`src/hw/blpw_cfg.svh`:
```
// Constants of the blink and PWM output controller.
// Assumes a 100 MHz clock; included by its bare name.
`ifndef BLPW_CFG_SVH
`define BLPW_CFG_SVH

// Register addresses
`define BLPW_ADDR_P0_LO    8'h02
`define BLPW_ADDR_P0_HI    8'h03
`define BLPW_ADDR_P1_LO    8'h0a
`define BLPW_ADDR_P1_HI    8'h0b
`define BLPW_ADDR_MG       8'h0e
`define BLPW_ADDR_CONFIG   8'h0f
`define BLPW_ADDR_INT_BASE 8'h10
`define BLPW_ADDR_INT_LAST 8'h17

// Reset values
`define BLPW_RST_OUT       8'hff
`define BLPW_RST_MG        8'h0f
`define BLPW_RST_CFG       8'h34
`define BLPW_RST_INT       8'hff

// Configuration register fields
`define BLPW_CFG_E         0
`define BLPW_CFG_B         1
`define BLPW_CFG_G         2
`define BLPW_CFG_O16_P0    4
`define BLPW_CFG_O16_P1    5
`define BLPW_CFG_BLINK     6

// Intensity field positions in the master and global register
`define BLPW_MG_MASTER_LSB 4
`define BLPW_MG_GLOBAL_LSB 0

// Timing
`define BLPW_CLK_HZ        100000000
`define BLPW_OSC_HZ        32000
`define BLPW_STEP_CYC      (`BLPW_CLK_HZ / `BLPW_OSC_HZ)
`define BLPW_SLOT_CYC      16
`define BLPW_SLOTS         15
`define BLPW_STATIC_INT    4'hf

`endif

```
`src/hw/blpw_pkg.sv`:
```
// Types shared by the blink and PWM output controller.
// Assumes nothing beyond a SystemVerilog compiler.
package blpw_pkg;

   // PWM time base as seen by every output channel
   typedef struct packed {
      logic       tick;
      logic       run;
      logic [3:0] cycle;
      logic [3:0] slot;
      logic [3:0] master;
   } blpw_tb_t;

   // Register write request
   typedef struct packed {
      logic       wr;
      logic [7:0] addr;
      logic [7:0] data;
   } blpw_wr_t;

   typedef enum logic [1:0] {
      BLPW_STOP = 2'b01,
      BLPW_RUN  = 2'b10
   } blpw_tb_state_t;

endpackage

```
`src/hw/blpw_timebase.sv`:
```
// PWM oscillator and step counters of the output controller.
// Assumes a 100 MHz clock and a synchronous active-low reset.
`timescale 1ns/100ps
`include "blpw_cfg.svh"

module blpw_timebase (
   input  wire logic           clock,
   input  wire logic           nrst,
   input  wire logic [3:0]     master,
   output blpw_pkg::blpw_tb_t  tb
);

   blpw_pkg::blpw_tb_state_t state;
   blpw_pkg::blpw_tb_state_t next_state;
   logic [11:0]              div;
   logic [11:0]              next_div;
   blpw_pkg::blpw_tb_t       next_tb;

   always_comb begin
      next_state = state;
      next_div   = div;
      next_tb    = tb;
      next_tb.tick = 1'b0;
      unique case (state)
         blpw_pkg::BLPW_STOP: begin
            // Oscillator held still
            next_div       = 12'h000;
            next_tb.run    = 1'b0;
            next_tb.cycle  = 4'h0;
            next_tb.slot   = 4'h0;
            next_tb.master = master;
            if (master != 4'h0) begin
               next_state  = blpw_pkg::BLPW_RUN;
               next_tb.run = 1'b1;
            end
         end
         blpw_pkg::BLPW_RUN: begin
            if (master == 4'h0) begin
               next_state  = blpw_pkg::BLPW_STOP;
               next_tb.run = 1'b0;
            end else if (div == 12'(`BLPW_STEP_CYC - 1)) begin
               // One PWM step per oscillator period
               next_div       = 12'h000;
               next_tb.tick   = 1'b1;
               next_tb.master = master;
               // 16 cycles per slot, 15 slots per period
               if (tb.cycle == 4'(`BLPW_SLOT_CYC - 1)) begin
                  next_tb.cycle = 4'h0;
                  if (tb.slot == 4'(`BLPW_SLOTS - 1)) begin
                     next_tb.slot = 4'h0;
                  end else begin
                     next_tb.slot = tb.slot + 4'h1;
                  end
               end else begin
                  next_tb.cycle = tb.cycle + 4'h1;
               end
            end else begin
               next_div = div + 12'h001;
            end
         end
         default: begin
            next_state = blpw_pkg::BLPW_STOP;
         end
      endcase
   end

   always_ff @(posedge clock) begin
      if (!nrst) begin
         state <= blpw_pkg::BLPW_STOP;
         div   <= 12'h000;
         tb    <= '0;
      end else begin
         state <= next_state;
         div   <= next_div;
         tb    <= next_tb;
      end
   end

endmodule

```
`src/hw/blpw_chan.sv`:
```
// One open-drain output channel with PWM and static modes.
// Assumes the time base of blpw_timebase on the same clock.
`timescale 1ns/100ps
`include "blpw_cfg.svh"

module blpw_chan (
   input  wire logic           clock,
   input  wire logic           nrst,
   input  blpw_pkg::blpw_tb_t  tb,
   input  wire logic           lvl,
   input  wire logic [3:0]     inten,
   output logic                drive_low
);

   logic       sh_lvl;
   logic       next_sh_lvl;
   logic [3:0] sh_int;
   logic [3:0] next_sh_int;
   logic       next_drive_low;
   logic       pin_lvl;

   always_comb begin
      next_sh_lvl = sh_lvl;
      next_sh_int = sh_int;
      // New settings at a PWM cycle edge, or on every clock while stopped
      if (tb.tick || !tb.run) begin
         next_sh_lvl = lvl;
         next_sh_int = inten;
      end
      if (!tb.run || sh_int == `BLPW_STATIC_INT) begin
         // Static output, master ignored
         pin_lvl = sh_lvl;
      end else if (tb.slot < tb.master && tb.cycle <= sh_int) begin
         // Gated slot, n+1 cycles at level
         pin_lvl = sh_lvl;
      end else begin
         pin_lvl = ~sh_lvl;
      end
      // 1 floats, 0 pulls low
      next_drive_low = ~pin_lvl;
   end

   always_ff @(posedge clock) begin
      if (!nrst) begin
         sh_lvl    <= 1'b1;
         sh_int    <= `BLPW_STATIC_INT;
         drive_low <= 1'b0;
      end else begin
         sh_lvl    <= next_sh_lvl;
         sh_int    <= next_sh_int;
         drive_low <= next_drive_low;
      end
   end

endmodule

```
`src/hw/blpw_top.sv`:
```
// Blink phase selection and PWM intensity for 17 open-drain outputs.
// Assumes a register port fed by a serial bus front end elsewhere.
//
// Function
// - Phase-0 output registers at 0x02 (outputs 7-0) and 0x03 (15-8).
// - Phase-1 output registers at 0x0A (outputs 7-0) and 0x0B (15-8).
// - PWM timed by a 32 kHz oscillator, stopped when PWM is off.
// - PWM period is 240 steps: 15 timeslots of 16 cycles.
// - Master intensity gates individual settings for 1 to 15 timeslots.
// - Individual setting acts only in gated slots, 1/16 to 15/16.
// - Setting 16/16 gives a static, glitch-free phase-register level.
// - Outputs 0-15 each have their own 4-bit intensity; global may replace them.
// - Blink off: phase-0 bits set levels during PWM on-time.
// - Bit 0 spans 1/16 to full on; bit 1 spans off to 15/16.
// - Blink on: phase-0 bits in phase 0, phase-1 bits in phase 1.
// - Seventeenth output intensity nibble doubles as global intensity.
// - Global mode: master and global nibbles form 240-step intensity.
// - Global intensity applies to outputs 0-15 all or none; the seventeenth always uses it.
// - Master register 0x00 to 0x0F makes every output static.
// - Global mode with nonzero master ignores registers 0x10 to 0x17.
// - Seventeenth output driven from configuration register bits, not a phase register.
// - Blink on: phase is software flip flag XOR blink input.
// - Register bit 1 floats the output, bit 0 pulls it low.
// - Seventeenth output level from one configuration bit per phase.
// - Zero master field stops the oscillator, outputs go static.
`timescale 1ns/100ps
`include "blpw_cfg.svh"

module blpw_top (
   input  wire logic         clock,
   input  wire logic         nrst,
   input  wire logic [7:0]   reg_addr,
   input  wire logic         reg_wr,
   input  wire logic [7:0]   reg_wdata,
   output logic      [7:0]   reg_rdata,
   input  wire logic         blink_in,
   input  wire logic [16:0]  ld_in,
   output logic      [16:0]  ld_out,
   output logic      [16:0]  ld_oe
);

   blpw_pkg::blpw_wr_t wreq;
   blpw_pkg::blpw_tb_t tb;

   logic [15:0] phase0_outputs;
   logic [15:0] next_phase0_outputs;
   logic [15:0] phase1_outputs;
   logic [15:0] next_phase1_outputs;
   logic [7:0]  master_global;
   logic [7:0]  next_master_global;
   logic [7:0]  config_bits;
   logic [7:0]  next_config_bits;
   logic [7:0]  inten_reg      [8];
   logic [7:0]  next_inten_reg [8];
   logic [7:0]  next_reg_rdata;
   logic [16:0] next_ld_out;

   logic [3:0]  master;
   logic [3:0]  global_int;
   logic        global_on;
   logic        phase;
   logic [16:0] sel_lvl;

   assign wreq = '{wr: reg_wr, addr: reg_addr, data: reg_wdata};

   assign master     = master_global[`BLPW_MG_MASTER_LSB +: 4];
   assign global_int = master_global[`BLPW_MG_GLOBAL_LSB +: 4];

   // Register writes
   always_comb begin
      next_phase0_outputs = phase0_outputs;
      next_phase1_outputs = phase1_outputs;
      next_master_global  = master_global;
      next_config_bits    = config_bits;
      for (int k = 0; k < 8; k++) begin
         next_inten_reg[k] = inten_reg[k];
      end
      if (wreq.wr) begin
         unique case (wreq.addr)
            `BLPW_ADDR_P0_LO: next_phase0_outputs[7:0]  = wreq.data;
            `BLPW_ADDR_P0_HI: next_phase0_outputs[15:8] = wreq.data;
            `BLPW_ADDR_P1_LO: next_phase1_outputs[7:0]  = wreq.data;
            `BLPW_ADDR_P1_HI: next_phase1_outputs[15:8] = wreq.data;
            `BLPW_ADDR_MG:    next_master_global = wreq.data;
            // Blink status bit is read-only
            `BLPW_ADDR_CONFIG: begin
               next_config_bits = wreq.data & 8'h37;
            end
            default: begin
               if (wreq.addr >= `BLPW_ADDR_INT_BASE &&
                   wreq.addr <= `BLPW_ADDR_INT_LAST) begin
                  next_inten_reg[wreq.addr[2:0]] = wreq.data;
               end
            end
         endcase
      end
   end

   // Registered read port, unmapped addresses read zero
   always_comb begin
      next_reg_rdata = 8'h00;
      unique case (reg_addr)
         `BLPW_ADDR_P0_LO:  next_reg_rdata = phase0_outputs[7:0];
         `BLPW_ADDR_P0_HI:  next_reg_rdata = phase0_outputs[15:8];
         `BLPW_ADDR_P1_LO:  next_reg_rdata = phase1_outputs[7:0];
         `BLPW_ADDR_P1_HI:  next_reg_rdata = phase1_outputs[15:8];
         `BLPW_ADDR_MG:     next_reg_rdata = master_global;
         `BLPW_ADDR_CONFIG: begin
            next_reg_rdata = config_bits;
            next_reg_rdata[`BLPW_CFG_BLINK] = blink_in;
         end
         default: begin
            if (reg_addr >= `BLPW_ADDR_INT_BASE &&
                reg_addr <= `BLPW_ADDR_INT_LAST) begin
               next_reg_rdata = inten_reg[reg_addr[2:0]];
            end
         end
      endcase
   end

   // Phase choice
   always_comb begin
      if (config_bits[`BLPW_CFG_E]) begin
         phase = config_bits[`BLPW_CFG_B] ^ blink_in;
      end else begin
         phase = 1'b0;
      end
      // Global only with a running master
      global_on = config_bits[`BLPW_CFG_G] && (master != 4'h0);
      // Open-drain pins never drive high
      next_ld_out = 17'h00000;
   end

   blpw_timebase u_timebase (
      .clock  (clock),
      .nrst   (nrst),
      .master (master),
      .tb     (tb)
   );

   // One channel per output
   genvar i;
   generate
      for (i = 0; i < 17; i++) begin : g_chan
         logic [3:0] eff_int;
         if (i < 16) begin : g_main
            // Phase register bit per output
            assign sel_lvl[i] = phase ? phase1_outputs[i]
                                      : phase0_outputs[i];
            // Global for all or none
            assign eff_int = global_on ? global_int
                           : inten_reg[i / 2][(i % 2) * 4 +: 4];
         end else begin : g_o16
            // Own configuration bits
            assign sel_lvl[i] = phase ? config_bits[`BLPW_CFG_O16_P1]
                                      : config_bits[`BLPW_CFG_O16_P0];
            // Shared nibble
            assign eff_int = global_int;
         end
         blpw_chan u_chan (
            .clock     (clock),
            .nrst      (nrst),
            .tb        (tb),
            .lvl       (sel_lvl[i]),
            .inten     (eff_int),
            .drive_low (ld_oe[i])
         );
      end
   endgenerate

   always_ff @(posedge clock) begin
      if (!nrst) begin
         phase0_outputs <= {`BLPW_RST_OUT, `BLPW_RST_OUT};
         phase1_outputs <= {`BLPW_RST_OUT, `BLPW_RST_OUT};
         master_global  <= `BLPW_RST_MG;
         config_bits    <= `BLPW_RST_CFG;
         for (int k = 0; k < 8; k++) begin
            inten_reg[k] <= `BLPW_RST_INT;
         end
         reg_rdata      <= 8'h00;
         ld_out         <= 17'h00000;
      end else begin
         phase0_outputs <= next_phase0_outputs;
         phase1_outputs <= next_phase1_outputs;
         master_global  <= next_master_global;
         config_bits    <= next_config_bits;
         for (int k = 0; k < 8; k++) begin
            inten_reg[k] <= next_inten_reg[k];
         end
         reg_rdata      <= next_reg_rdata;
         ld_out         <= next_ld_out;
      end
   end

endmodule

```
`config.mk`:
```
export PLATFORM = sky130hd
export DESIGN_NAME = blpw_top
export DESIGN_NICKNAME = d
export VERILOG_FILES = /design/src/hw/blpw_pkg.sv /design/src/hw/blpw_timebase.sv /design/src/hw/blpw_chan.sv /design/src/hw/blpw_top.sv
export VERILOG_INCLUDE_DIRS = /design/src /design/src/hw
export SDC_FILE = /design/constraint.sdc
export NUM_CORES = 1
export LEC_CHECK = 0
export BUFFER_PORTS_ARGS = -buffer_cell sky130_fd_sc_hd__buf_2
export CORE_AREA = 8 8 203 205
export CTS_BUF_LIST = sky130_fd_sc_hd__clkbuf_16
export DETAILED_ROUTE_END_ITERATION = 8
export DIE_AREA = 0 0 211 213
export SLEW_MARGIN = 20
export SYNTH_ARGS = -nofsm -noshare
export SYNTH_HDL_FRONTEND = slang
export SYNTH_SLANG_ARGS = --single-unit
```
`constraint.sdc`:
```
create_clock -name clock -period 2.4 [get_ports clock]
set_clock_uncertainty 0.05 [all_clocks]
set_input_delay 0.12 -clock clock [delete_from_list [all_inputs] [get_ports clock]]
set_output_delay 0.12 -clock clock [all_outputs]
set_load 0.02 [all_outputs]
```
==> results.py <==
metrics = {
    "power_and_ir_drop": {
        "power.static_leakage_nw": 6.60,
        "power_switching_share": 0.239,
        "p_clk_frac": 0.460,
        "comb_power_frac": 0.045,
        "power_switching_w": 0.00199,
        "p_int_w": 0.00633,
        "ir_worst_vdd_uv": 492,
        "power.total_w": 0.00832,
        "power_frac_seq": 0.495,
        "power_density_mw_per_mm2": 560,
    },
    "yosys": {
        "yosysWarningCount": 0,
        "number_of_instances_in_the_synthesized_netlist": 1519,
        "synth_seq_cells": 247,
        "async_flop_share": 0,
        "synth_enable_flop_cells": 0,
        "synth_cell_types": 57,
        "ys_seq_area_frac": 0.376,
        "synth_flop_cell": "sky130_fd_sc_hd__dfxtp_1",
        "synthesis.area_per_instance_sq_um": 8.65,
        "syn-cell-area_sq_mm": 0.0131,
    },
    "grt": {
        "gr-usage-all-layers": 0.160,
        "grt_pass1_vias": 10400,
        "grt_overflow": 0,
        "grt_max_degree": 105,
        "wire_length_of_the_first_global_routing_pass_microns": 58100,
        "grt_antenna_before_repair": 3,
    },
    "clocking": {
        "cts-root-to-sink-buffers": 3,
        "htree_num_levels": 1,
        "cts_tree": "built",
        "post_cts_resized": 0,
        "cts.reportedPaths.clkPinSlew_ps": 60,
        "cts.sinks": 247,
        "clk-insertion-delay-late_ps": 550,
        "ctsRootBufferMaster": "sky130_fd_sc_hd__clkbuf_16",
        "tritoncts.num_buffers": 28,
    },
    "critical_path": {
        "worst_setup_path_startpoint": "reg_addr[6]",
        "worst_setup_path_end_kind": "flip-flop",
        "crit_top_cell": "sky130_fd_sc_hd__dlygate4sd3_1",
        "critical-path-top-delay-family": "buffers and inverters",
        "timing.critical_path.slowest_cell_delay_ps": 650,
        "cpMaxStageDelayCell": "sky130_fd_sc_hd__dlygate4sd3_1",
        "worst-endpoint-arrival_ps": 2550,
        "worstPathCellList": "dlygate4sd3_1 -> buf_2 -> nor3_4 -> dlygate4sd3_1 -> nand2_1 -> dlygate4sd3_1 -> a211oi_1",
        "worst-setup-path-type": "input port to flip-flop",
        "timing.critical_path.required_ps": 2810,
        "cp_num_buf_inv": 4,
        "crit_fanout": 7,
        "critPathLaunchType": "input port",
        "worst_r2r_startpoint": "u_timebase.tb[8]",
    },
    "final_layout": {
        "num-nets-final": 1656,
        "finish.instance_area_sq_mm": 0.0148,
        "final_util": 0.390,
        "post_route_cells_drive_above_1_share": 0.134,
        "fill_cells": 3836,
        "max_reg_flops": 68,
        "areaGrowthSynthToFinish_pct": 13.0,
        "diodes_inserted": 0,
    },
    "hold_path": {
        "min_path_type": "input port to flip-flop",
        "hold_start": "reg_wdata[4]",
    },
    "drt": {
        "postRouteWirelength_microns": 36900,
        "firstDrtPassIters": 5,
        "avgRoutedWirePerCell_microns": 17.7,
        "remaining_drc_errors": 0,
        "drt_iter0_drc": 794,
        "drt-vias-per-instance": 5.22,
        "detail-route-antenna-nets": 0,
        "vias": 10900,
    },
    "floorplan": {
        "dieArea_sq_mm": 0.0449,
        "fp.coreArea_sq_mm": 0.0381,
        "fp-row-count": 72,
        "number_of_i_o_pins": 79,
        "die-height_microns": 213,
        "dieWidth_microns": 211,
        "initial_core_util": 0.345,
    },
    "placed_design": {
        "gp_congestion": 0.850,
        "dp_hpwl_microns": 26000,
        "postPlaceCellArea_sq_mm": 0.0139,
        "portBuffers": 44,
    },
    "timing": {
        "fmax_ghz": 0.467,
        "final_hold_violating_endpoints": 0,
        "tns_ps": 0,
        "timing_max_transition_violations_final": 0,
        "layout_worst_path_cycle_share": 0.892,
        "worst_slew_pin_slew_ps": 633,
        "rsz_0062_raised_after_global_routing": "false",
        "worst_slew_margin_relative_to_its_limit": 0.577,
        "setup_violations": 0,
        "fin_worst_hold_slack_ps": 27.1,
        "layout_min_cycle_time_ps": 2140,
    },
    "job": {
        "drv.max_cap_violation_count": 0,
    },
    "outcome": {
        "outcome": "completed",
    },
}
-- cells by family after synthesis --
kind of cell / count (synthesis) / synth area share
AOI/OAI and AO/OA: 315 / 0.168
adders and majority gates: 78 / 0.0743
other: 1 / 0.000285
xor gates and xnor gates: 12 / 0.00800
and+or+nand+nor: 499 / 0.177
DFF: 247 / 0.376
muxes: 150 / 0.120
buffers and inverters: 217 / 0.0765
-- cells in the final DEF, fill, tap and decap left out, drive strengths merged, types with 5 or more instances in the layout --
master / n
a211oi: 65
a21oi: 54
a31o: 5
a41oi: 18
and3: 30
buf: 100
clkbuf: 28
clkinv: 20
conb: 17
dfxtp: 247
dlygate4sd3: 13
ha: 78
inv: 82
mux2: 7
mux2i: 138
mux4: 5
nand2: 239
nand2b: 23
nand3: 27
nand4: 21
nor2: 115
nor2b: 12
nor3: 14
o211ai: 9
o21ai: 113
o221ai: 6
o22a: 6
o22ai: 7
o2bb2ai: 17
xor2: 9
-- power by group through the flow --
stage          logic [W]  clock network (W)  registers, W
2_1_floorplan   0.000254                  0       0.00421
3_3_place_gp    0.000355                  0       0.00421
3_5_place_dp    0.000358                  0       0.00421
4_1_cts         0.000373            0.00391       0.00412
5_1_grt         0.000404            0.00407       0.00412
6_report        0.000377            0.00383       0.00412
-- synth_stat cells, drive strengths merged, types with 3 or more instances --
master	n	share of area
nor4	3	0.0030
xnor2	3	0.0020
a211oi	65	0.052
a22oi	3	0.0017
mux2	7	0.0060
o221ai	6	0.0040
buf	71	0.035
clkbuf	66	0.019
nand2b	23	0.011
nand4	21	0.010
o22a	6	0.0040
a31o	5	0.0033
and3	30	0.014
nor3	14	0.011
xor2	9	0.0060
ha	78	0.074
a41oi	18	0.012
o211ai	9	0.0051
mux2i	138	0.11
dfxtp	247	0.38
mux4	5	0.0086
nor2b	12	0.0057
inv	80	0.023
nand3	27	0.011
o21ai	113	0.043
nand2	239	0.068
a21oi	54	0.021
a31oi	4	0.0019
o2bb2ai	17	0.011
o22ai	7	0.0033
nor2	115	0.033
-- final cells by class --
cell class,instances,area (sq um),area share
Multi-Input combinational cell,1071,7280,0.490
Sequential cell,247,4940,0.333
Timing Repair Buffer,113,865,0.0582
Clock buffer,28,701,0.0472
Tap cell,518,648,0.0436
Inverter,80,300,0.0202
Clock inverter,23,113,0.00758
-- layer usage --
metal | part of all wire | routed length, microns | vias up | GRT usage
li1 | - | - | 5307 | -
met1 | 0.48 | 17800 | 5194 | 0.230
met2 | 0.44 | 16200 | 285 | 0.252
met3 | 0.058 | 2130 | 65 | 0.0198
met4 | 0.020 | 744 | 0 | 0.0393
met5 | 0 | 0 | - | 0
-- stage by stage --
stage	cells	worst slack, ps
finish	2080	259
global route	2080	122
CTS	2080	288
detailed placement	2016	318
global placement	2016	362
floorplan	1535	450
-- timing repair --
item	in CTS	in global routing
endpoints found under the hold margin	42	0
endpoints found under the setup margin	0	0
buffers inserted	0	0
hold buffers	13	0
-- path summary, 6_finish.rpt --
| kind | to | slack (ps) | cells after the start |
|---|---|---|---|
| hold / removal | inten_reg[3][4] | 30 | 3 |
| hold reg to reg | g_chan[11].u_chan.drive_low | 420 | 2 |
| setup reg to reg | g_chan[3].u_chan.drive_low | 330 | 7 |
| setup / recovery | reg_rdata[7] | 260 | 7 |
-- tightest hold or removal path, cell delays in order --
cell	delay (ps)
sky130_fd_sc_hd__buf_2	240
sky130_fd_sc_hd__nand2_1	110
sky130_fd_sc_hd__nand3_1	80
(Power assumes the default switching activity.)
